## src/core/cbt_pkg.sv

```systemverilog
package cbt_pkg;
   // register port geometry
   localparam int ADDR_W = 4;
   localparam int DATA_W = 16;

   // register offsets on the plain register port
   localparam logic [3:0] OFS_TIMING  = 4'h0;
   localparam logic [3:0] OFS_MASK_UP = 4'h2;
   localparam logic [3:0] OFS_MASK_LO = 4'h4;
   localparam logic [3:0] OFS_STATUS  = 4'h6;

   // reset values
   localparam logic [15:0] TIMING_RST = 16'h0000;
   localparam logic [15:0] MASK_RST   = 16'h0000;

   // bit_timing_config field positions
   localparam int PSC_LSB = 9;
   localparam int PSC_W   = 7;
   localparam int SJW_LSB = 7;
   localparam int SJW_W   = 2;
   localparam int TS1_LSB = 3;
   localparam int TS1_W   = 4;
   localparam int TS2_LSB = 0;
   localparam int TS2_W   = 3;

   // prescaler coding: factor = code + 2, top two codes give the ceiling
   localparam logic [6:0] PSC_CAP_CODE   = 7'h7E;
   localparam logic [7:0] PSC_MAX_FACTOR = 8'h80;
   localparam logic [7:0] PSC_OFFSET     = 8'h02;

   // status register bit positions
   localparam int ST_SEG_LSB = 0;
   localparam int ST_ACCEPT  = 2;
   localparam int ST_RXBIT   = 3;

   // 32-bit global_accept_mask layout (upper register in 31:16)
   localparam int ID_W = 29;
   localparam logic [31:0] STD_USED = 32'hFFF8_0000;
   localparam logic [31:0] EXT_USED = 32'hFFFF_FFFF;

   typedef enum logic [1:0] {
      SEG_SYNC = 2'b00,
      SEG_ONE  = 2'b01,
      SEG_TWO  = 2'b10
   } cbt_seg_type;

   // order: id 28..18, first remote, ide, id 17..0, extended remote
   function automatic logic [31:0] cbt_pack(input logic [28:0] id, input logic ide,
                                            input logic rtr, input logic extended_remote_mask);
      cbt_pack = {id[28:18], rtr, ide, id[17:0], extended_remote_mask};
   endfunction
endpackage

```

## src/core/cbt_bit_timer.sv

```systemverilog
`timescale 1ns/1ps
module cbt_bit_timer (
   input  wire logic              sys_clk,
   input  wire logic              rst_n,
   input  wire logic [6:0]        psc_code,
   input  wire logic [1:0]        sjw_code,
   input  wire logic [3:0]        ts1_code,
   input  wire logic [2:0]        ts2_code,
   input  wire logic              rx_fall,
   output logic                   tq_tick,
   output logic                   sample_pt,
   output cbt_pkg::cbt_seg_type   seg
);
   logic [7:0]           factor;
   logic [7:0]           pcnt_q, pcnt_d;
   logic [5:0]           len1, len2, sjw_len, rem2;
   logic [5:0]           qcnt_q, qcnt_d, ext_q, ext_d, cut_q, cut_d;
   logic                 done_q, done_d;
   cbt_pkg::cbt_seg_type seg_q, seg_d;

   // quantum length in clocks, two top codes saturate
   assign factor  = (psc_code >= cbt_pkg::PSC_CAP_CODE) ? cbt_pkg::PSC_MAX_FACTOR
                                                        : {1'b0, psc_code} + cbt_pkg::PSC_OFFSET;
   assign tq_tick = (pcnt_q == factor - 8'h01);
   assign len1    = {2'b00, ts1_code} + 6'h01;
   assign len2    = {3'b000, ts2_code} + 6'h01;
   assign sjw_len = {4'b0000, sjw_code} + 6'h01;
   assign rem2    = len2 - qcnt_q;
   assign seg     = seg_q;

   // segment sequencer; one resync per bit, edge in sync quantum needs none
   always_comb begin
      pcnt_d    = tq_tick ? 8'h00 : pcnt_q + 8'h01;
      seg_d     = seg_q;
      qcnt_d    = qcnt_q;
      ext_d     = ext_q;
      cut_d     = cut_q;
      done_d    = done_q;
      sample_pt = 1'b0;
      if (rx_fall && !done_q && seg_q == cbt_pkg::SEG_ONE) begin
         // late edge: stretch segment one by the error, at most the jump width
         ext_d  = (qcnt_q + 6'h01 < sjw_len) ? qcnt_q + 6'h01 : sjw_len;
         done_d = 1'b1;
      end
      if (rx_fall && !done_q && seg_q == cbt_pkg::SEG_TWO) begin
         // early edge: trim segment two, never below the current quantum
         cut_d  = (rem2 <= sjw_len) ? rem2 - 6'h01 : sjw_len;
         done_d = 1'b1;
      end
      if (tq_tick) begin
         unique case (seg_q)
            cbt_pkg::SEG_SYNC: begin
               seg_d  = cbt_pkg::SEG_ONE;
               qcnt_d = 6'h00;
            end
            cbt_pkg::SEG_ONE: begin
               if (qcnt_q + 6'h01 >= len1 + ext_d) begin
                  seg_d     = cbt_pkg::SEG_TWO;
                  qcnt_d    = 6'h00;
                  sample_pt = 1'b1;
               end else begin
                  qcnt_d = qcnt_q + 6'h01;
               end
            end
            cbt_pkg::SEG_TWO: begin
               if (qcnt_q + 6'h01 >= len2 - cut_d) begin
                  seg_d  = cbt_pkg::SEG_SYNC;
                  qcnt_d = 6'h00;
                  ext_d  = 6'h00;
                  cut_d  = 6'h00;
                  done_d = 1'b0;
               end else begin
                  qcnt_d = qcnt_q + 6'h01;
               end
            end
            default: seg_d = cbt_pkg::SEG_SYNC;
         endcase
      end
   end

   always_ff @(posedge sys_clk or negedge rst_n) begin
      if (!rst_n) begin
         pcnt_q <= 8'h00;
         seg_q  <= cbt_pkg::SEG_SYNC;
         qcnt_q <= 6'h00;
         ext_q  <= 6'h00;
         cut_q  <= 6'h00;
         done_q <= 1'b0;
      end else begin
         pcnt_q <= pcnt_d;
         seg_q  <= seg_d;
         qcnt_q <= qcnt_d;
         ext_q  <= ext_d;
         cut_q  <= cut_d;
         done_q <= done_d;
      end
   end
endmodule // cbt_bit_timer

```

## src/core/cbt_accept_filter.sv

```systemverilog
`timescale 1ns/1ps
module cbt_accept_filter (
   input  wire logic        sys_clk,
   input  wire logic        rst_n,
   input  wire logic [31:0] mask,
   input  wire logic        cmp_valid,
   input  wire logic [31:0] in_vec,
   input  wire logic [31:0] buf_vec,
   input  wire logic        in_ide,
   output logic             acc_valid,
   output logic             accept,
   output logic [31:0]      merged
);
   logic [31:0] used, sel, ok, merge_d, merged_q;
   logic        valid_q, accept_q, accept_d;

   // ide picks the frame type and thus which mask bits apply
   assign used = in_ide ? cbt_pkg::EXT_USED : cbt_pkg::STD_USED;
   assign sel  = used & mask;

   // per bit: unused or masked passes, else must equal the buffer
   for (genvar i = 0; i < 32; i++) begin : g_bit
      assign ok[i]      = ~used[i] | mask[i] | (in_vec[i] == buf_vec[i]);
      assign merge_d[i] = sel[i] ? in_vec[i] : buf_vec[i];
   end
   assign accept_d = &ok;

   assign acc_valid = valid_q;
   assign accept    = accept_q;
   assign merged    = merged_q;

   // result registered, one cycle after the compare strobe
   always_ff @(posedge sys_clk or negedge rst_n) begin
      if (!rst_n) begin
         valid_q  <= 1'b0;
         accept_q <= 1'b0;
         merged_q <= 32'h0000_0000;
      end else begin
         valid_q  <= cmp_valid;
         accept_q <= cmp_valid ? accept_d : accept_q;
         merged_q <= (cmp_valid && accept_d) ? merge_d : merged_q;
      end
   end
endmodule // cbt_accept_filter

```

## src/core/cbt_core.sv

```systemverilog
// Design decisions made here: the address-and-strobe port and the address map.
`timescale 1ns/1ps
module cbt_core (
   input  wire logic        sys_clk,
   input  wire logic        resetn,
   input  wire logic [3:0]  reg_addr,
   input  wire logic [15:0] reg_wdata,
   input  wire logic        reg_wr,
   input  wire logic        reg_rd,
   output logic [15:0]      reg_rdata,
   input  wire logic        can_rx,
   output logic             tq_tick,
   output logic             sample_pt,
   output logic             rx_bit,
   input  wire logic        cmp_valid,
   input  wire logic [28:0] rx_id,
   input  wire logic        rx_ide,
   input  wire logic        rx_rtr,
   input  wire logic        rx_extended_remote_mask,
   input  wire logic [28:0] buf_id,
   input  wire logic        buf_ide,
   input  wire logic        buf_rtr,
   input  wire logic        buf_extended_remote_mask,
   output logic             acc_valid,
   output logic             accept,
   output logic [28:0]      merged_id,
   output logic             merged_ide,
   output logic             merged_rtr,
   output logic             merged_extended_remote_mask
);
   logic                 rst_s1_q, rst_n;
   logic                 rx_s1_q, rx_s2_q, rx_prev_q, rx_bit_q, rx_bit_d, rx_fall;
   logic [15:0]          timing_q, timing_d, mask_up_q, mask_up_d, mask_lo_q, mask_lo_d;
   logic [15:0]          rdata_q, rdata_d, status;
   logic [31:0]          gmask, in_vec, buf_vec, merged;
   cbt_pkg::cbt_seg_type seg;

   // reset release through two flops; assertion is immediate, release is clean
   always_ff @(posedge sys_clk or negedge resetn) begin
      if (!resetn) begin
         rst_s1_q <= 1'b0;
         rst_n    <= 1'b0;
      end else begin
         rst_s1_q <= 1'b1;
         rst_n    <= rst_s1_q;
      end
   end

   // bus pin synchroniser; only the second stage feeds the edge detector
   always_ff @(posedge sys_clk or negedge rst_n) begin
      if (!rst_n) begin
         rx_s1_q   <= 1'b1;
         rx_s2_q   <= 1'b1;
         rx_prev_q <= 1'b1;
         rx_bit_q  <= 1'b1;
      end else begin
         rx_s1_q   <= can_rx;
         rx_s2_q   <= rx_s1_q;
         rx_prev_q <= rx_s2_q;
         rx_bit_q  <= rx_bit_d;
      end
   end

   // recessive to dominant transition drives resynchronisation
   assign rx_fall  = rx_prev_q & ~rx_s2_q;
   assign rx_bit_d = sample_pt ? rx_s2_q : rx_bit_q;
   assign rx_bit   = rx_bit_q;

   // register writes; reads return the stored word a cycle later
   always_comb begin
      timing_d  = timing_q;
      mask_up_d = mask_up_q;
      mask_lo_d = mask_lo_q;
      rdata_d   = 16'h0000;
      if (reg_wr) begin
         unique case (reg_addr)
            cbt_pkg::OFS_TIMING:  timing_d  = reg_wdata;
            cbt_pkg::OFS_MASK_UP: mask_up_d = reg_wdata;
            cbt_pkg::OFS_MASK_LO: mask_lo_d = reg_wdata;
            default:              timing_d  = timing_q;
         endcase
      end
      if (reg_rd) begin
         unique case (reg_addr)
            cbt_pkg::OFS_TIMING:  rdata_d = timing_q;
            cbt_pkg::OFS_MASK_UP: rdata_d = mask_up_q;
            cbt_pkg::OFS_MASK_LO: rdata_d = mask_lo_q;
            cbt_pkg::OFS_STATUS:  rdata_d = status;
            default:              rdata_d = 16'h0000; // unmapped reads as zero
         endcase
      end
   end

   always_ff @(posedge sys_clk or negedge rst_n) begin
      if (!rst_n) begin
         timing_q  <= cbt_pkg::TIMING_RST;
         mask_up_q <= cbt_pkg::MASK_RST;
         mask_lo_q <= cbt_pkg::MASK_RST;
         rdata_q   <= 16'h0000;
      end else begin
         timing_q  <= timing_d;
         mask_up_q <= mask_up_d;
         mask_lo_q <= mask_lo_d;
         rdata_q   <= rdata_d;
      end
   end
   assign reg_rdata = rdata_q;

   // live state for software: segment, last accept result, last sampled bit
   always_comb begin
      status                                = 16'h0000;
      status[cbt_pkg::ST_SEG_LSB +: 2]      = seg;
      status[cbt_pkg::ST_ACCEPT]            = accept;
      status[cbt_pkg::ST_RXBIT]             = rx_bit_q;
   end

   // two halves seen as a single mask word
   assign gmask   = {mask_up_q, mask_lo_q};
   assign in_vec  = cbt_pkg::cbt_pack(rx_id, rx_ide, rx_rtr, rx_extended_remote_mask);
   assign buf_vec = cbt_pkg::cbt_pack(buf_id, buf_ide, buf_rtr, buf_extended_remote_mask);

   cbt_bit_timer u_timer (
      .sys_clk   (sys_clk),
      .rst_n     (rst_n),
      .psc_code  (timing_q[cbt_pkg::PSC_LSB +: cbt_pkg::PSC_W]),
      .sjw_code  (timing_q[cbt_pkg::SJW_LSB +: cbt_pkg::SJW_W]),
      .ts1_code  (timing_q[cbt_pkg::TS1_LSB +: cbt_pkg::TS1_W]),
      .ts2_code  (timing_q[cbt_pkg::TS2_LSB +: cbt_pkg::TS2_W]),
      .rx_fall   (rx_fall),
      .tq_tick   (tq_tick),
      .sample_pt (sample_pt),
      .seg       (seg)
   );

   cbt_accept_filter u_filter (
      .sys_clk   (sys_clk),
      .rst_n     (rst_n),
      .mask      (gmask),
      .cmp_valid (cmp_valid),
      .in_vec    (in_vec),
      .buf_vec   (buf_vec),
      .in_ide    (rx_ide),
      .acc_valid (acc_valid),
      .accept    (accept),
      .merged    (merged)
   );

   // unpack merged word back into buffer fields
   assign merged_id   = {merged[31:21], merged[18:1]};
   assign merged_rtr  = merged[20];
   assign merged_ide  = merged[19];
   assign merged_extended_remote_mask = merged[0];

   // ---- checking helpers, read only by the properties below ----
   logic [7:0] gap_q, exp_factor;
   logic [5:0] s1_q, s2_q;
   logic       fell_q;
   logic [15:0] tim_prev_q;
   logic       chg_q, bchg_q;
   logic [5:0] len1_h, len2_h, sjw_h;
   logic [6:0] psc_h;

   assign psc_h      = timing_q[cbt_pkg::PSC_LSB +: cbt_pkg::PSC_W];
   assign exp_factor = (psc_h >= cbt_pkg::PSC_CAP_CODE) ? cbt_pkg::PSC_MAX_FACTOR
                                                        : {1'b0, psc_h} + cbt_pkg::PSC_OFFSET;
   assign len1_h = {2'b00, timing_q[cbt_pkg::TS1_LSB +: cbt_pkg::TS1_W]} + 6'h01;
   assign len2_h = {3'b000, timing_q[cbt_pkg::TS2_LSB +: cbt_pkg::TS2_W]} + 6'h01;
   assign sjw_h  = {4'b0000, timing_q[cbt_pkg::SJW_LSB +: cbt_pkg::SJW_W]} + 6'h01;

   // clocks since last quantum and quanta spent in segments one and two;
   // a timing write mid-quantum or mid-bit makes that span irregular, so flag it
   always_ff @(posedge sys_clk or negedge rst_n) begin
      if (!rst_n) begin
         gap_q      <= 8'h00;
         s1_q       <= 6'h00;
         s2_q       <= 6'h00;
         fell_q     <= 1'b0;
         tim_prev_q <= cbt_pkg::TIMING_RST;
         chg_q      <= 1'b0;
         bchg_q     <= 1'b0;
      end else begin
         tim_prev_q <= timing_q;
         chg_q      <= !tq_tick && (chg_q || timing_q != tim_prev_q);
         bchg_q     <= (seg != cbt_pkg::SEG_SYNC) && (bchg_q || timing_q != tim_prev_q);
         gap_q  <= tq_tick ? 8'h00 : gap_q + 8'h01;
         s1_q   <= (seg != cbt_pkg::SEG_ONE) ? 6'h00 : s1_q + {5'h00, tq_tick};
         s2_q   <= (seg != cbt_pkg::SEG_TWO) ? 6'h00 : s2_q + {5'h00, tq_tick};
         fell_q <= (seg == cbt_pkg::SEG_SYNC) ? 1'b0 : (fell_q | rx_fall);
      end
   end

   chk_tq_spacing: assert property (@(posedge sys_clk) disable iff (!rst_n)
      (tq_tick && $stable(timing_q) && !chg_q && gap_q != 8'h00)
      |-> gap_q == exp_factor - 8'h01)
      else $error("quantum spacing differs from prescaler factor");

   chk_sync_one: assert property (@(posedge sys_clk) disable iff (!rst_n)
      (seg == cbt_pkg::SEG_SYNC && tq_tick) |=> seg == cbt_pkg::SEG_ONE)
      else $error("sync quantum did not last one quantum");

   chk_seg1_len: assert property (@(posedge sys_clk) disable iff (!rst_n)
      (sample_pt && !fell_q && !rx_fall && $stable(timing_q) && !bchg_q)
      |-> s1_q + 6'h01 == len1_h)
      else $error("segment one length wrong without resync");

   chk_sjw_bound: assert property (@(posedge sys_clk) disable iff (!rst_n)
      (sample_pt && $stable(timing_q) && !bchg_q) |-> s1_q + 6'h01 <= len1_h + sjw_h)
      else $error("segment one stretched beyond jump width");

   chk_seg2_len: assert property (@(posedge sys_clk) disable iff (!rst_n)
      (seg == cbt_pkg::SEG_TWO && tq_tick && $stable(timing_q) && !bchg_q && !fell_q
       && !rx_fall)
      |=> (seg == cbt_pkg::SEG_SYNC) == ($past(s2_q) + 6'h01 == len2_h))
      else $error("segment two length wrong without resync");

   chk_sample_follow: assert property (@(posedge sys_clk) disable iff (!rst_n)
      sample_pt |=> seg == cbt_pkg::SEG_TWO && rx_bit == $past(rx_s2_q))
      else $error("sample point did not capture bus level");

   chk_mask_zero: assert property (@(posedge sys_clk) disable iff (!rst_n)
      (cmp_valid && rx_ide && gmask == 32'h0000_0000) |=> acc_valid
      && accept == ($past(in_vec) == $past(buf_vec)))
      else $error("zero mask accept not exact compare");

   chk_mask_one: assert property (@(posedge sys_clk) disable iff (!rst_n)
      (cmp_valid && gmask == 32'hFFFF_FFFF) |=> accept)
      else $error("all-ones mask still rejected a frame");

   chk_merge_all: assert property (@(posedge sys_clk) disable iff (!rst_n)
      (cmp_valid && rx_ide && gmask == 32'hFFFF_FFFF)
      |=> merged_id == $past(rx_id) && merged_extended_remote_mask == $past(rx_extended_remote_mask))
       else $error("masked bits not overwritten by received ones");

   chk_std_lower: assert property (@(posedge sys_clk) disable iff (!rst_n)
      (cmp_valid && !rx_ide && gmask == 32'h0000_0000
       && (in_vec & cbt_pkg::STD_USED) == (buf_vec & cbt_pkg::STD_USED)) |=> accept)
      else $error("standard frame compared unused low bits");

   chk_mask_read: assert property (@(posedge sys_clk) disable iff (!rst_n)
      (reg_wr && reg_addr == cbt_pkg::OFS_MASK_UP) ##1 (reg_rd && reg_addr == cbt_pkg::OFS_MASK_UP)
      |=> reg_rdata == $past(reg_wdata, 2))
      else $error("upper mask read back wrong");

   cov_accept:  cover property (@(posedge sys_clk) disable iff (!rst_n) acc_valid && accept);
   cov_reject:  cover property (@(posedge sys_clk) disable iff (!rst_n) acc_valid && !accept);
   cov_resync:  cover property (@(posedge sys_clk) disable iff (!rst_n)
      seg == cbt_pkg::SEG_TWO && rx_fall);
   cov_sample:  cover property (@(posedge sys_clk) disable iff (!rst_n) sample_pt);
endmodule // cbt_core

```

## config.mk

```make
export PLATFORM = sky130hd
export DESIGN_NAME = cbt_core
export DESIGN_NICKNAME = d
export VERILOG_FILES = /design/src/core/cbt_pkg.sv /design/src/core/cbt_bit_timer.sv /design/src/core/cbt_accept_filter.sv /design/src/core/cbt_core.sv
export SDC_FILE = /design/constraint.sdc
export NUM_CORES = 1
export LEC_CHECK = 0
export BUFFER_PORTS_ARGS = -buffer_cell sky130_fd_sc_hd__buf_2
export CELL_PAD_IN_SITES_DETAIL_PLACEMENT = 0
export CELL_PAD_IN_SITES_GLOBAL_PLACEMENT = 1
export CORE_ASPECT_RATIO = 1.25
export CORE_UTILIZATION = 35
export CTS_CLUSTER_SIZE = 20
export DETAILED_ROUTE_END_ITERATION = 10
export GPL_ROUTABILITY_DRIVEN = 1
export PLACE_DENSITY_LB_ADDON = 0.1
export SETUP_SLACK_MARGIN = 0.5
export SYNTH_ARGS = -nofsm -noshare
export SYNTH_HDL_FRONTEND = slang
export SYNTH_HIERARCHICAL = 1
export SYNTH_SLANG_ARGS = --single-unit
```

## constraint.sdc

```tcl
create_clock -name sys_clk -period 13.68 [get_ports sys_clk]
set_clock_uncertainty 0.1 [all_clocks]
set_input_delay 2.052 -clock sys_clk [delete_from_list [all_inputs] [get_ports sys_clk]]
set_output_delay 2.052 -clock sys_clk [all_outputs]
set_load 0.01 [all_outputs]
```

After elaboration in Yosys (flattened, before gate mapping)
Index checks and enable logic that the tools add are counted.
{"block": "classes", "n_addsub": 11, "magnitude_cmp": 5, "n_eq_ne": 40, "n_mux": 61, "bitwise": 99, "reduce_logical": 14}
{"op": "$mux W6", "count": 12}
{"op": "$or A1 B1 Y1", "count": 64}
{"op": "$pmux W16 S4", "count": 1}
{"op": "$mux W1", "count": 40}
{"op": "$and A32 B32 Y32", "count": 1}
{"op": "$eq A1 B1 Y1", "count": 32}
{"op": "$reduce_and A32 Y1", "count": 1}
{"op": "$not A1 Y1", "count": 20}
{"op": "$mux W19", "count": 1}
{"op": "$pmux W6 S3", "count": 1}
{"op": "$mux W16", "count": 1}
{"op": "$mux W8", "count": 2}
{"op": "$not A1 Y1 const A", "count": 13}
{"op": "$ge A6 B6 Y1", "count": 2}
{"op": "$sub A6 B6 Y6", "count": 2}
{"op": "$add A7 B2 Y8 const B", "count": 1}
{"op": "$add A8 B1 Y8 const B", "count": 1}
{"op": "$eq A4 B3 Y1 const B", "count": 2}
{"op": "$eq A8 B8 Y1", "count": 1}
{"op": "$reduce_and A2 Y1", "count": 4}
{"op": "$sub A8 B1 Y8 const B", "count": 1}
{"op": "$ge A7 B7 Y1 const B", "count": 1}
{"op": "$add A6 B1 Y6 const B", "count": 1}
{"op": "$add A6 B6 Y6", "count": 1}
{"op": "19 further kinds", "count": 24}
{"block": "totals", "register_bits": 133, "elab_cells": 249}

Longest topological paths before layout
Gate-level depths: netlist of run 1.
{"block": "depth", "ltp_word": 10, "ltp_mapped": 26, "mapped_depth_nobuf": 26}

By module
The synthesis of run 1 kept the hierarchy.
{"mod": "cbt_bit_timer", "n_inst": 1, "cells_each": 359, "area_per_inst_um2": 3124.2, "seq_area_each_um2": 725.7}
{"mod": "cbt_core", "n_inst": 1, "cells_each": 195, "area_per_inst_um2": 2949.1, "seq_area_each_um2": 1756.7}
{"mod": "cbt_accept_filter", "n_inst": 1, "cells_each": 180, "area_per_inst_um2": 2164.6, "seq_area_each_um2": 850.8}

Worst setup path before layout of run 1
Ideal clock, no wire load.
{"block": "synth_timing", "path_kind": "reg-to-output", "from": "reg u_timer.qcnt_q[0]", "to": "out sample_pt", "arrival_ns": 4.116, "required_time_ns": 11.528, "setup_slack_ns": 7.412, "stages_incl_launch_ff": 21, "path_buffers": 0, "path_cell_list": "dfrtp_1 ha_1 xor2_1 ha_1 inv_1 o21ai_0 nor4_1 mux2i_1 mux2i_1 ha_1 inv_1 fa_1 a21oi_1 nor2_1 nor2_1 xnor2_1 ha_1 and2_1 o21ai_0 o211ai_1 and3_1"}
{"block": "synth_via", "elab_chain_len": 9}
{"element": "start, declared", "line_no": "cbt_bit_timer.sv:17", "text": "logic [5:0] qcnt_q, qcnt_d, ext_q, ext_d, cut_q, cut_d;"}
{"element": "start signal, assigned", "line_no": "cbt_bit_timer.sv:92", "text": "qcnt_q <= qcnt_d;"}
{"element": "$add A6 B1 Y6 *", "line_no": "cbt_bit_timer.sv:42, cbt_bit_timer.sv:57"}
{"element": "$lt A6 B6 Y1", "line_no": "cbt_bit_timer.sv:42", "text": "ext_d = (qcnt_q + 6'h01 < sjw_len) ? qcnt_q + 6'h01 : sjw_len;"}
{"element": "$mux W6", "line_no": "cbt_bit_timer.sv:42"}
{"element": "$mux W6", "line_no": "cbt_bit_timer.sv:40", "text": "if (rx_fall && !done_q && seg_q == cbt_pkg::SEG_ONE) begin"}
{"element": "$add A6 B6 Y6", "line_no": "cbt_bit_timer.sv:57", "text": "if (qcnt_q + 6'h01 >= len1 + ext_d) begin"}
{"element": "$ge A6 B6 Y1 *", "line_no": "cbt_bit_timer.sv:57"}
{"element": "$mux W1 *", "line_no": "cbt_bit_timer.sv:57"}
{"element": "$mux W1 *", "line_no": "cbt_bit_timer.sv:51", "text": "unique case (seg_q)"}
{"element": "$mux W1 *", "line_no": "cbt_bit_timer.sv:50", "text": "if (tq_tick) begin"}
{"element": "end, declared", "line_no": "cbt_core.sv:13", "text": "output logic sample_pt,"}
Mark *: on every way between the ends. The rest lies on a longest branch, timed or not.

Worst setup path after layout of run 1
Ends and elaborated chain as after synthesis.

==> results by group, run 1 <==
Floorplanning
  • Io pins: 143
  • Die H: 174 um
  • FP Rows: 62
  • Initial Utilization: 35.8%
  • Total core area: 23000 um^2
  • Die Width: 139 um
  • Die area: 24200 um^2

Synthesis
  • Register area share after synthesis: 40.5%
  • Library cells used by synthesis: 78
  • Primary FF master, synth: dfrtp_1
  • Synth Register Bits: 133
  • Synth Instances: 734
  • Synth Net Count: 867
  • Syn avg cell area: 11.2 um^2
  • Synthesized area: 8240 um^2
  • Number of flops mapped to enable cells by yosys: 0
  • YS warnings: 6
  • Post-synth ARST share: 100%

Worst hold path
  • Min-Delay Path Class: reg2reg

Timing
  • Final worst-path cycle share: 56.2%
  • RSZ-0062 raised after global routing: no
  • Final setup violation count: 0
  • Final hold vios: 0
  • Least-Margin Pin Slew: 962 ps
  • Relative max-transition margin: 35.9%
  • Setup TNS: 0 ps
  • Fin crit period: 7690 ps
  • Max-slew violations: 0
  • Worst setup margin: 5990 ps
  • Maximum clock rate: 130 MHz

Setup path
  • Critical path fanouts, max: 9
  • WP buf/inv: 2
  • Critical path's largest stage delay: 690 ps
  • Most used cell, CP: ha_1
  • WP data required: 11530 ps
  • Critical Path Source Type: flop
  • Crit path DAT: 5540 ps
  • Crit end category: primary output
  • Kind of cell adding the most delay to the critical path: adder cells
  • Slowest CP cell: nor4_1
  • Cells along the critical path: ha_1 -> xor2_1 -> ha_1 -> inv_1 -> o21ai_0 -> nor4_1 -> mux2i_1 -> o21ai_1 -> ha_1 -> nor2b_1 -> o21ai_0 -> a21oi_1 -> o21ai_0 -> xnor2_1 -> nand2_1 -> ha_1 -> nand3_1 -> o211ai_1 -> and3_1 -> buf_2
  • CP Class: reg2out

Drt
  • Vias per cell: 5.19
  • Starting DRT DRC Count: 304
  • DR vias: 6114
  • Pre-antenna DRT Iters: 4
  • Antenna-violating nets left: 0
  • Final wirelength: 22.6 mm
  • DRC: 0
  • Drt wl/cell: 19.1 um

Power
  • Sequential Power Share: 34.8%
  • Net switching power: 0.609 mW
  • Logic gate share of total power: 38.8%
  • Clock power share: 26.3%
  • Power Density: 166 nW/um^2
  • Design Power: 1.61 mW
  • Switch share: 37.8%
  • Max IR drop VDD: 0.0957 mV
  • Cell-internal power: 1.00 mW
  • Leakage: 4.69 nW

Finish
  • # nets final: 1008
  • Fin util: 42.1%
  • Share of post-route cells with drive strength above 1: 35.0%
  • Fill cells: 2216
  • Non-filler cells in the finished layout: 1179
  • P&R area growth vs syn: 17.8%

Clock network
  • Clk sinks: 133
  • Total CTS buffers: 17
  • CTS tree: built
  • Postcts setup bufs: 0
  • CTS-repair resized insts: 0
  • Worst-path clk slew: 60 ps
  • Clk_lat worst skew: 420 ps
  • Max Buffers Root-to-Sink: 2
  • H-tree levels: 4
  • Hold_buf cts: 0
  • Root Buffer: clkbuf_16

Placed design
  • Final HPWL DP: 17.5 mm
  • Port Buffers: 142
  • GP Congestion: 0.886
  • Dpl cells: 1144
  • DP Worst Slack: 6360 ps

GRT
  • GRT Total Usage: 19.6%
  • Initial antenna violation count: 5
  • Largest net degree at the start of global routing: 71
  • Grt ovf: 0
  • First-pass GRT wire length: 36.3 mm
  • Number of global-route vias before repair: 6661

Outcome
  • Outcome: finished, final reports clean

Flow run
  • Max-Cap Viols: 0
[power groups by stage]
stage | combinational [mW] | sequential [mW] | clock (mW)
finish | 0.626 | 0.562 | 0.425
global route | 0.707 | 0.576 | 0.455
CTS | 0.627 | 0.565 | 0.437
detailed placement | 0.623 | 0.571 | 0
global placement | 0.610 | 0.568 | 0
floorplan | 0.486 | 0.526 | 0
[state kept, by name, indices dropped and copies added, names as in the netlist]
name and flops:
u_timer/seg 2, u_timer/pcnt_q 8, rx_s2_q 1, u_filter/merged 32, u_timer/ext_q 6, rx_prev_q 1, u_timer/done_q 1, u_timer/qcnt_q 6
rx_s1_q 1, u_filter/accept 1, u_filter/acc_valid 1, timing_q 16, rst_s1_q 1, u_timer/cut_q 6, mask_lo_q 16, reg_rdata 16
mask_up_q 16, rx_bit 1, rst_n 1
[cell usage in the layout (no fill, tap or decap), types with 5 or more instances in the layout]
cell,synthesis,final
buf_2,4,142
dfrtp_1,129,128
mux2_2,85,85
xnor2_1,50,50
nand2_1,42,42
ha_1,40,40
inv_1,33,33
nor2_1,31,31
a21oi_1,28,28
mux2i_1,26,26
mux2_4,19,19
nand3_1,18,18
clkbuf_16,0,17
mux2_1,15,15
o22ai_1,15,15
o21ai_0,14,14
xor2_1,12,12
or2_2,10,10
nor2b_1,10,10
o21a_1,9,9
and3_1,8,8
and2_1,8,8
nand2b_1,7,7
a21o_1,6,6
nor3_1,6,6
o2bb2ai_1,5,5
clkinvlp_4,0,5
inv_6,0,5
nor4_1,5,5
[final cells by class]
cell class / instances / area, um^2 / share of cell area [%]
Inverter: 33 / 124 / 1.28
Timing Repair Buffer: 145 / 733 / 7.55
Antenna cell: 3 / 7.51 / 0.0773
Clock inverter: 12 / 95.1 / 0.980
Clock buffer: 20 / 447 / 4.60
Sequential cell: 133 / 3340 / 34.4
Multi-Input combinational cell: 545 / 4600 / 47.4
Tap cell: 288 / 360 / 3.71
[through the flow]
stage | instance area [um^2] | hold WS (ps)
6_report | 9710 | 255
5_1_grt | 9700 | 260
4_1_cts | 9700 | 258
3_5_place_dp | 9160 | 241
3_3_place_gp | 9160 | 245
2_1_floorplan | 8240 | 231
[cells by family (layout without fill, tap and decap cells)]
logic type / count (synthesis) / in the layout / synth area share (%)
adder cells (fa/ha/maj): 43 / 43 / 6.80
AND/OR/NAND/NOR: 173 / 173 / 11.6
buffers and inverters: 56 / 210 / 3.66
XOR/XNOR: 63 / 63 / 6.79
flip-flops: 133 / 133 / 40.5
multiplexers: 145 / 145 / 20.3
AO/OA/AOI/OAI: 120 / 120 / 10.3
other: 1 / 4 / 0.0455
[cell usage after synthesis, drive strengths merged, types with 5 or more instances]
cell type | count | area share [%]
o21ai | 17 | 1.1
buf | 17 | 1.9
or2 | 11 | 0.84
clkbuf | 6 | 0.27
ha | 40 | 6.1
a21o | 7 | 0.65
and2 | 9 | 0.68
dfrtp | 129 | 39
nor4 | 5 | 0.38
xor2 | 13 | 1.5
mux2 | 119 | 17
nand2 | 44 | 2.1
nor2 | 31 | 1.4
nor2b | 10 | 0.76
mux2i | 26 | 3.2
nand3 | 18 | 1.1
o2bb2ai | 5 | 0.53
nor3 | 6 | 0.36
or3 | 5 | 0.44
xnor2 | 50 | 5.3
a21oi | 29 | 1.9
nand2b | 7 | 0.53
and3 | 8 | 0.61
inv | 33 | 1.5
o22ai | 15 | 1.1
o21a | 10 | 1.0
a211oi | 5 | 0.52
[worst register-to-register path, stage by stage (launching register included)]
cell and delay, ps:
dfrtp_1 440, ha_1 380, inv_1 110, fa_1 450
xor2_1 280, inv_1 80, ha_1 320, o21ai_0 80
a32oi_1 70, nor3_1 460, and2_1 290, mux2i_1 300
o21ai_0 140, ha_1 310, nor2b_1 130, o21ai_0 80
nand2b_1 110, a21oi_1 70, a311oi_1 300, xnor2_1 120
ha_1 320, and3_1 180, a211oi_1 80, nor2_1 560
nand4_1 480, and3_1 350
[metal layers]
layer  vias up  share of wire (%)  track usage, %
met5         -              0.075               0
met4         2                1.5            5.79
met1      3003                 42            22.6
met3        28                5.5            5.41
li1       2934                  -               -
met2       147                 51            35.1
[worst paths after layout]
kind / from / cells past startpoint / slack, ps / to
setup / recovery: u_timer/qcnt_q[0]$_DFFE_PN0P_ / 20 / 5990 / sample_pt
max in group asynchronous: rst_n$_DFF_PN0_ / 1 / 11650 / u_timer/ext_q[2]$_DFF_PN0_
min in group asynchronous: rst_n$_DFF_PN0_ / 0 / 390 / u_filter/merged[28]$_DFFE_PN0P_
setup reg to reg: timing_q[0]$_DFFE_PN0P_ / 25 / 6980 / u_timer/ext_q[5]$_DFF_PN0_
hold reg to reg: rst_s1_q$_DFF_PN0_ / 0 / 250 / rst_n$_DFF_PN0_
hold / removal: rst_s1_q$_DFF_PN0_ / 0 / 250 / rst_n$_DFF_PN0_
Power figures use the tool's default switching activity.
==> run 2: changes to the inputs <==
==> constraint.sdc (replaced) <==
create_clock -name sys_clk -period 7.7 [get_ports sys_clk]
set_clock_uncertainty 0.1 [all_clocks]
set_input_delay 1.155 -clock sys_clk [delete_from_list [all_inputs] [get_ports sys_clk]]
set_output_delay 1.155 -clock sys_clk [all_outputs]
set_load 0.01 [all_outputs]
==> run 2 against run 1 <==
Non-clock buffer count rose by 1; clock power rose by 90%; cell area rose by 0.48%; sequential share of layout area fell by 0.16 points; routed wire length fell by 0.96%; register-to-register slack got worse by 5600 ps; critical path depth did not move; largest power group unchanged.
==> results by group, run 2 (synthesis results as in run 1) <==
Finish
  • Largest register FFs: 32 (unchanged)
  • P&R area growth vs syn: 18.4% (was 17.8%)
  • Most frequent cells in the layout: buf_2 (142), dfrtp_1 (128), mux2_2 (85) (unchanged)
  • Fill cells: 2191 (was 2216)
  • Commonest non-fill, non-tap cell in the layout: buf_2 (unchanged)
  • # nets final: 1009 (was 1008)
  • Share of post-route cells with drive strength above 1: 35.2% (was 35.0%)
  • Design area: 9750 um^2 (was 9710 um^2)
  • Fin util: 42.3% (was 42.1%)

Drt
  • Pre-antenna DRT Iters: 4 (unchanged)
  • Vias per cell: 5.19 (about the same)
  • Final wirelength: 22.4 mm (was 22.6 mm)
  • Drt wl/cell: 18.9 um (was 19.1 um)
  • Wl on met1: 9.38 mm (was 9.37 mm)
  • Starting DRT DRC Count: 269 (was 304)
  • Top layer in use: met5 (unchanged)
  • DRC: 0 (unchanged)
  • Wire length on met2: 11.5 mm (was 11.6 mm)
  • DR vias: 6124 (was 6114)
  • Antenna-violating nets left: 0 (unchanged)
  • Met3 wire len: 1.02 mm (was 1.25 mm)

Clock network
  • Root Buffer: clkbuf_16 (unchanged)
  • Clk_lat worst skew: 420 ps (about the same)
  • Worst-path clk slew: 60 ps (about the same)
  • Total CTS buffers: 17 (unchanged)
  • CTS tree: built (unchanged)
  • Postcts setup bufs: 0 (unchanged)
  • Hold_buf cts: 0 (unchanged)
  • Clk sinks: 133 (unchanged)
  • H-tree levels: 4 (unchanged)
  • Max Buffers Root-to-Sink: 2 (unchanged)
  • CTS-repair resized insts: 0 (unchanged)

Power
  • Cell-internal power: 1.84 mW (was 1.00 mW)
  • Max IR drop VDD: 0.163 mV (was 0.0957 mV)
  • Leakage: 4.72 nW (was 4.69 nW)
  • Logic gate share of total power: 37.7% (was 38.8%)
  • Sequential Power Share: 34.4% (was 34.8%)
  • Power Density: 297 nW/um^2 (was 166 nW/um^2)
  • Switch share: 36.7% (was 37.8%)
  • Net switching power: 1.06 mW (was 0.609 mW)
  • Clock power share: 27.8% (was 26.3%)

Timing
  • Relative max-transition margin: 38.5% (was 35.9%)
  • Setup TNS: 0 ps (unchanged)
  • Final setup violation count: 0 (unchanged)
  • Maximum clock rate: 150 MHz
  • Max-slew violations: 0 (unchanged)
  • Least-Margin Pin Slew: 923 ps (was 962 ps)
  • Final worst-path cycle share: 86.8%
  • Fin crit period: 6690 ps
  • RSZ-0062 raised after global routing: no (unchanged)
  • Minimum hold slack: 259 ps (was 255 ps)
  • Final hold vios: 0 (unchanged)

GRT
  • Initial antenna violation count: 4 (was 5)
  • First-pass GRT wire length: 36.3 mm (about the same)
  • GRT Total Usage: 19.5% (was 19.6%)
  • Grt ovf: 0 (unchanged)
  • Largest net degree at the start of global routing: 67 (was 71)
  • Number of global-route vias before repair: 6545 (was 6661)

Outcome
  • Outcome: finished, final reports clean (unchanged)

Placed design
  • Final HPWL DP: 17.3 mm (was 17.5 mm)
  • Port Buffers: 142 (unchanged)
  • GP Congestion: 0.851 (was 0.886)
  • Post-place instance area: 9170 um^2 (was 9160 um^2)

Floorplanning
  • Io pins: 143 (unchanged)
  • Die Width: 139 um (unchanged)
  • FP Rows: 62 (unchanged)
  • Die H: 174 um (unchanged)
  • Initial Utilization: 35.8% (unchanged)
  • Total core area: 23000 um^2 (unchanged)
  • Die area: 24200 um^2 (unchanged)

Setup path
  • Crit path DAT: 5430 ps (was 5540 ps)
  • Most used cell, CP: ha_1 (unchanged)
  • Cells along the critical path: ha_1 -> xor2_1 -> ha_1 -> inv_1 -> o21ai_0 -> nor4_1 -> mux2i_1 -> o21ai_1 -> ha_1 -> nor2b_1 -> o21ai_0 -> a21oi_1 -> o21ai_0 -> xnor2_1 -> nand2_1 -> ha_1 -> nand3_1 -> o211ai_1 -> and3_1 -> buf_2 (unchanged)
  • Critical Path Source Type: flop (unchanged)
  • Critical path's largest stage delay: 630 ps (was 690 ps)
  • Critical path fanouts, max: 9 (unchanged)
  • WP data required: 6440 ps (was 11530 ps)
  • Slowest CP cell: nor4_1 (unchanged)
  • CP Class: reg2out (unchanged)
  • Crit end category: primary output (unchanged)

Worst hold path
  • Min-Delay Path Class: reg2reg (unchanged)

Flow run
  • Max-Cap Viols: 0 (unchanged)
[run 2: cell count changes in the layout (fill, tap and decap cells not counted), sizes merged]
cell	previous run	this run
buf	145	146
clkinvlp	5	3
bufinv	0	2
clkinv	2	5
clkbuf	20	18
inv	38	37
[run 2: power groups by stage]
stage	Clock [mW]	Sequential [mW]	Combinational, mW
2_1_floorplan	0	0.935	0.864
3_5_place_dp	0	1.01	1.09
3_3_place_gp	0	1.01	1.08
5_1_grt	0.860	1.02	1.24
4_1_cts	0.828	1.00	1.10
6_report	0.808	0.999	1.09
[run 2: metrics by stage]
step           total power, mW  setup slack [ps]  instances
2_1_floorplan             1.80              1990        734
3_3_place_gp              2.09              1310       1145
3_5_place_dp              2.10              1290       1145
4_1_cts                   2.93               949       1177
5_1_grt                   3.13               539       1178
6_report                  2.90              1010       1180
[run 2: worst max-delay path, delay by kind of cell (launching register included)]
family	cells	cell delay (ps)
xor+xnor	2	540
mux	1	190
compound gates	6	1070
buf+inv	2	230
simple gates	5	1230
fa+ha+maj	4	1220
flops	1	560
[run 2: final cells by class]
cell class	instances	area (um^2)	area share [%]
Antenna cell	3	7.51	0.0770
Clock buffer	18	429	4.40
Clock inverter	14	150	1.54
Inverter	33	124	1.27
Multi-Input combinational cell	545	4600	47.2
Sequential cell	133	3340	34.2
Tap cell	288	360	3.69
Timing Repair Buffer	146	741	7.59
[run 2: path summary, 6_finish.rpt]
| check | from | endpoint | slack (ps) | cells past startpoint |
|---|---|---|---|---|
| max | u_timer/qcnt_q[0]$_DFFE_PN0P_ | sample_pt | 1010 | 20 |
| min | rx_s1_q$_DFF_PN1_ | rx_s2_q$_DFF_PN1_ | 260 | 0 |
| max reg2reg | timing_q[0]$_DFFE_PN0P_ | u_timer/qcnt_q[2]$_DFFE_PN0P_ | 1340 | 25 |
| min reg2reg | rx_s1_q$_DFF_PN1_ | rx_s2_q$_DFF_PN1_ | 260 | 0 |
| max in group asynchronous | rst_n$_DFF_PN0_ | u_timer/qcnt_q[1]$_DFFE_PN0P_ | 5650 | 1 |
| min in group asynchronous | rst_n$_DFF_PN0_ | u_filter/merged[26]$_DFFE_PN0P_ | 380 | 0 |
[run 2: routing by layer]
layer | vias up | GRT usage (%)
met5 | - | 0
met4 | 2 | 6.34
met3 | 19 | 4.81
met2 | 127 | 34.5
met1 | 3047 | 23.0
li1 | 2929 | -
==> run 3: changes to the inputs <==
--- a/config.mk
+++ b/config.mk
@@ -9,7 +9,7 @@
 export CELL_PAD_IN_SITES_DETAIL_PLACEMENT = 0
 export CELL_PAD_IN_SITES_GLOBAL_PLACEMENT = 1
 export CORE_ASPECT_RATIO = 1.25
-export CORE_UTILIZATION = 35
+export CORE_UTILIZATION = 40
 export CTS_CLUSTER_SIZE = 20
 export DETAILED_ROUTE_END_ITERATION = 10
 export GPL_ROUTABILITY_DRIVEN = 1
==> constraint.sdc (replaced) <==
create_clock -name sys_clk -period 6.8 [get_ports sys_clk]
set_clock_uncertainty 0.1 [all_clocks]
set_input_delay 1.02 -clock sys_clk [delete_from_list [all_inputs] [get_ports sys_clk]]
set_output_delay 1.02 -clock sys_clk [all_outputs]
set_load 0.01 [all_outputs]
==> run 3 against run 2 <==
Sequential power increased by 13%; critical path depth increased by 1; register-to-register slack got worse by 470 ps; clock power increased by 3.3%; non-clock buffer count increased by 4; clock-buffer cell count increased by 1; sequential share of layout area increased by 0.074 points; worst hold slack got worse by 2.9 ps; combinational power increased by 18%.
==> results by group, run 3 (synthesis results as in run 1) <==
Setup path
  • RR Startpoint: timing_q[0]$_DFFE_PN0P_ (unchanged)
  • WP data required: 5680 ps (was 6440 ps)
  • R2R depth: 23 (was 25)
  • CP Class: reg2out (unchanged)
  • Reg2reg end: u_timer/seg[1]$_DFFE_PN0P_ (was u_timer/qcnt_q[2]$_DFFE_PN0P_)
  • Crit end category: primary output (unchanged)
  • Critical Path Source Type: flop (unchanged)
  • FF-to-FF setup slack: 870 ps (was 1340 ps)
  • Critical path fanouts, max: 7 (was 9)
  • Crit path DAT: 4830 ps (was 5430 ps)

Worst hold path
  • Hold Crit Depth: 0 (unchanged)
  • Min-Delay Path Class: reg2reg (unchanged)
  • Beginning of the worst hold path: rx_s1_q$_DFF_PN1_ (unchanged)
  • Hold worst-path end: rx_s2_q$_DFF_PN1_ (unchanged)

Timing
  • Final hold vios: 0 (unchanged)
  • RSZ-0062 raised after global routing: no (unchanged)
  • Setup TNS: 0 ps (unchanged)
  • Maximum clock rate: 168 MHz
  • Relative max-transition margin: 40.9% (was 38.5%)
  • Fin crit period: 5950 ps
  • Worst setup margin: 853 ps (was 1010 ps)
  • Max-slew violations: 0 (unchanged)
  • Least-Margin Pin Slew: 886 ps (was 923 ps)
  • Final worst-path cycle share: 87.5%
  • Final setup violation count: 0 (unchanged)
  • Minimum hold slack: 256 ps (was 259 ps)

Clock network
  • Max Buffers Root-to-Sink: 2 (unchanged)
  • Worst-path clk slew: 60 ps (about the same)
  • Root Buffer: clkbuf_16 (unchanged)
  • Total CTS buffers: 17 (unchanged)
  • CTS tree: built (unchanged)
  • Hold_buf cts: 0 (unchanged)
  • Clk_lat worst skew: 420 ps (about the same)
  • H-tree levels: 4 (unchanged)
  • Clk sinks: 133 (unchanged)

Drt
  • Antenna-violating nets left: 0 (unchanged)
  • Starting DRT DRC Count: 255 (was 269)
  • DRC: 0 (unchanged)
  • Final wirelength: 21.2 mm (was 22.4 mm)
  • Vias per cell: 5.26 (was 5.19)
  • DR vias: 6130 (was 6124)
  • Drt wl/cell: 18.2 um (was 18.9 um)
  • Pre-antenna DRT Iters: 5 (was 4)

Power
  • Max IR drop VDD: 0.175 mV (was 0.163 mV)
  • Power Density: 335 nW/um^2 (was 297 nW/um^2)
  • Leakage: 4.72 nW (about the same)

GRT
  • Number of global-route vias before repair: 6427 (was 6545)
  • Met2 GRT Util: 37.0% (was 34.5%)
  • Busiest grt layer: met2 (unchanged)
  • First-pass GRT wire length: 33.9 mm (was 36.3 mm)
  • Initial antenna violation count: 3 (was 4)
  • Met1 Resource Use GR: 25.8% (was 23.0%)
  • Largest net degree at the start of global routing: 68 (was 67)
  • Grt ovf: 0 (unchanged)
  • Met3 usage: 5.19% (was 4.81%)
  • GRT Total Usage: 21.2% (was 19.5%)

Outcome
  • Outcome: finished, final reports clean (unchanged)

Placed design
  • DP Worst Slack: 699 ps (was 1290 ps)
  • GP Congestion: 0.860 (was 0.851)
  • Port Buffers: 142 (unchanged)
  • Final HPWL DP: 16.6 mm (was 17.3 mm)

Finish
  • Largest register FFs: 32 (unchanged)
  • P&R area growth vs syn: 18.3% (was 18.4%)
  • Commonest non-fill, non-tap cell in the layout: buf_2 (unchanged)
  • Most frequent cells in the layout: buf_2 (142), dfrtp_1 (125), mux2_2 (85) (was buf_2 (142), dfrtp_1 (128), mux2_2 (85))
  • # nets final: 1013 (was 1009)
  • Fill cells: 1946 (was 2191)
  • Share of post-route cells with drive strength above 1: 36.2% (was 35.2%)

Floorplanning
  • Die Width: 130 um (was 139 um)
  • Die H: 162 um (was 174 um)
  • Total core area: 20200 um^2 (was 23000 um^2)
  • Initial Utilization: 40.8% (was 35.8%)
  • FP Rows: 58 (was 62)
  • Io pins: 143 (unchanged)
  • Die area: 21200 um^2 (was 24200 um^2)

Flow run
  • Max-Cap Viols: 0 (unchanged)
## run 3: changes by cell type in the layout (fill, tap and decap cells not counted), sizes merged
| cell | change |
|---|---|
| buf | +4 |
| bufinv | -2 |
| clkinv | +2 |
| clkbuf | +1 |
| diode | -1 |
| inv | -1 |
## run 3: worst max-delay path by stage
stage                                  startpoint                       endpoint  slack (ps)
finish                    timing_q[7]$_DFFE_PN0P_                      sample_pt         850
global route              timing_q[7]$_DFFE_PN0P_                      sample_pt         500
CTS                 u_timer/qcnt_q[0]$_DFFE_PN0P_                      sample_pt         630
detailed placement        timing_q[0]$_DFFE_PN0P_  u_timer/qcnt_q[3]$_DFFE_PN0P_         700
global placement          timing_q[0]$_DFFE_PN0P_  u_timer/qcnt_q[5]$_DFFE_PN0P_         900
floorplan                 timing_q[0]$_DFFE_PN0P_  u_timer/qcnt_q[2]$_DFFE_PN0P_        1090
## run 3: layout make-up
class	instances	area (um^2)	area share, %
flip-flops and latches	133	3340	34.3
inverters	33	124	1.27
clock inverters	13	103	1.05
multi-input cells	545	4630	47.5
diodes	2	5.00	0.0514
clock buffers	19	433	4.44
well taps	270	338	3.47
repair buffers	150	771	7.91
## run 3: stage by stage
| step | total power, mW | instance area, um^2 | utilization, % | std cells |
|---|---|---|---|---|
| global route | 3.50 | 9740 | 48.3 | 1163 |
| detailed placement | 2.41 | 9170 | 45.4 | 1130 |
| finish | 3.26 | 9740 | 48.3 | 1165 |
| global placement | 2.37 | 9170 | 45.4 | 1130 |
| floorplan | 2.04 | 8240 | - | 734 |
| CTS | 3.26 | 9700 | 48.1 | 1162 |
## run 3: critical path, cell delays in order, from the launching register on
cell	delay [ps]
dfrtp_2	470
ha_1	340
inv_1	160
ha_1	260
a21oi_1	140
o21ai_0	90
nor4_1	270
buf_4	190
mux2i_1	70
o21ai_1	260
ha_1	290
nor2b_1	130
o21ai_0	210
a21oi_1	120
o21ai_0	200
xnor2_1	140
nand2_1	70
ha_1	310
nand3_1	100
o211ai_1	150
and3_1	280
buf_2	170
## run 3: per-layer routing
metal / up-vias / wire (um)
li1: 2926 / -
met4: 2 / 251
met1: 3029 / 9130
met3: 21 / 1050
met2: 152 / 10800
met5: - / 8
## run 3: report_power, final
part	internal (mW)	switching, mW
Combinational	0.643	0.651
Clock	0.470	0.365
Sequential	0.931	0.203
## run 3: what timing repair did
| action | CTS | global route |
|---|---|---|
| resized for setup | 0 | 10 |
| buffers inserted | 0 | 1 |
| setup endpoints to repair | 0 | 15 |
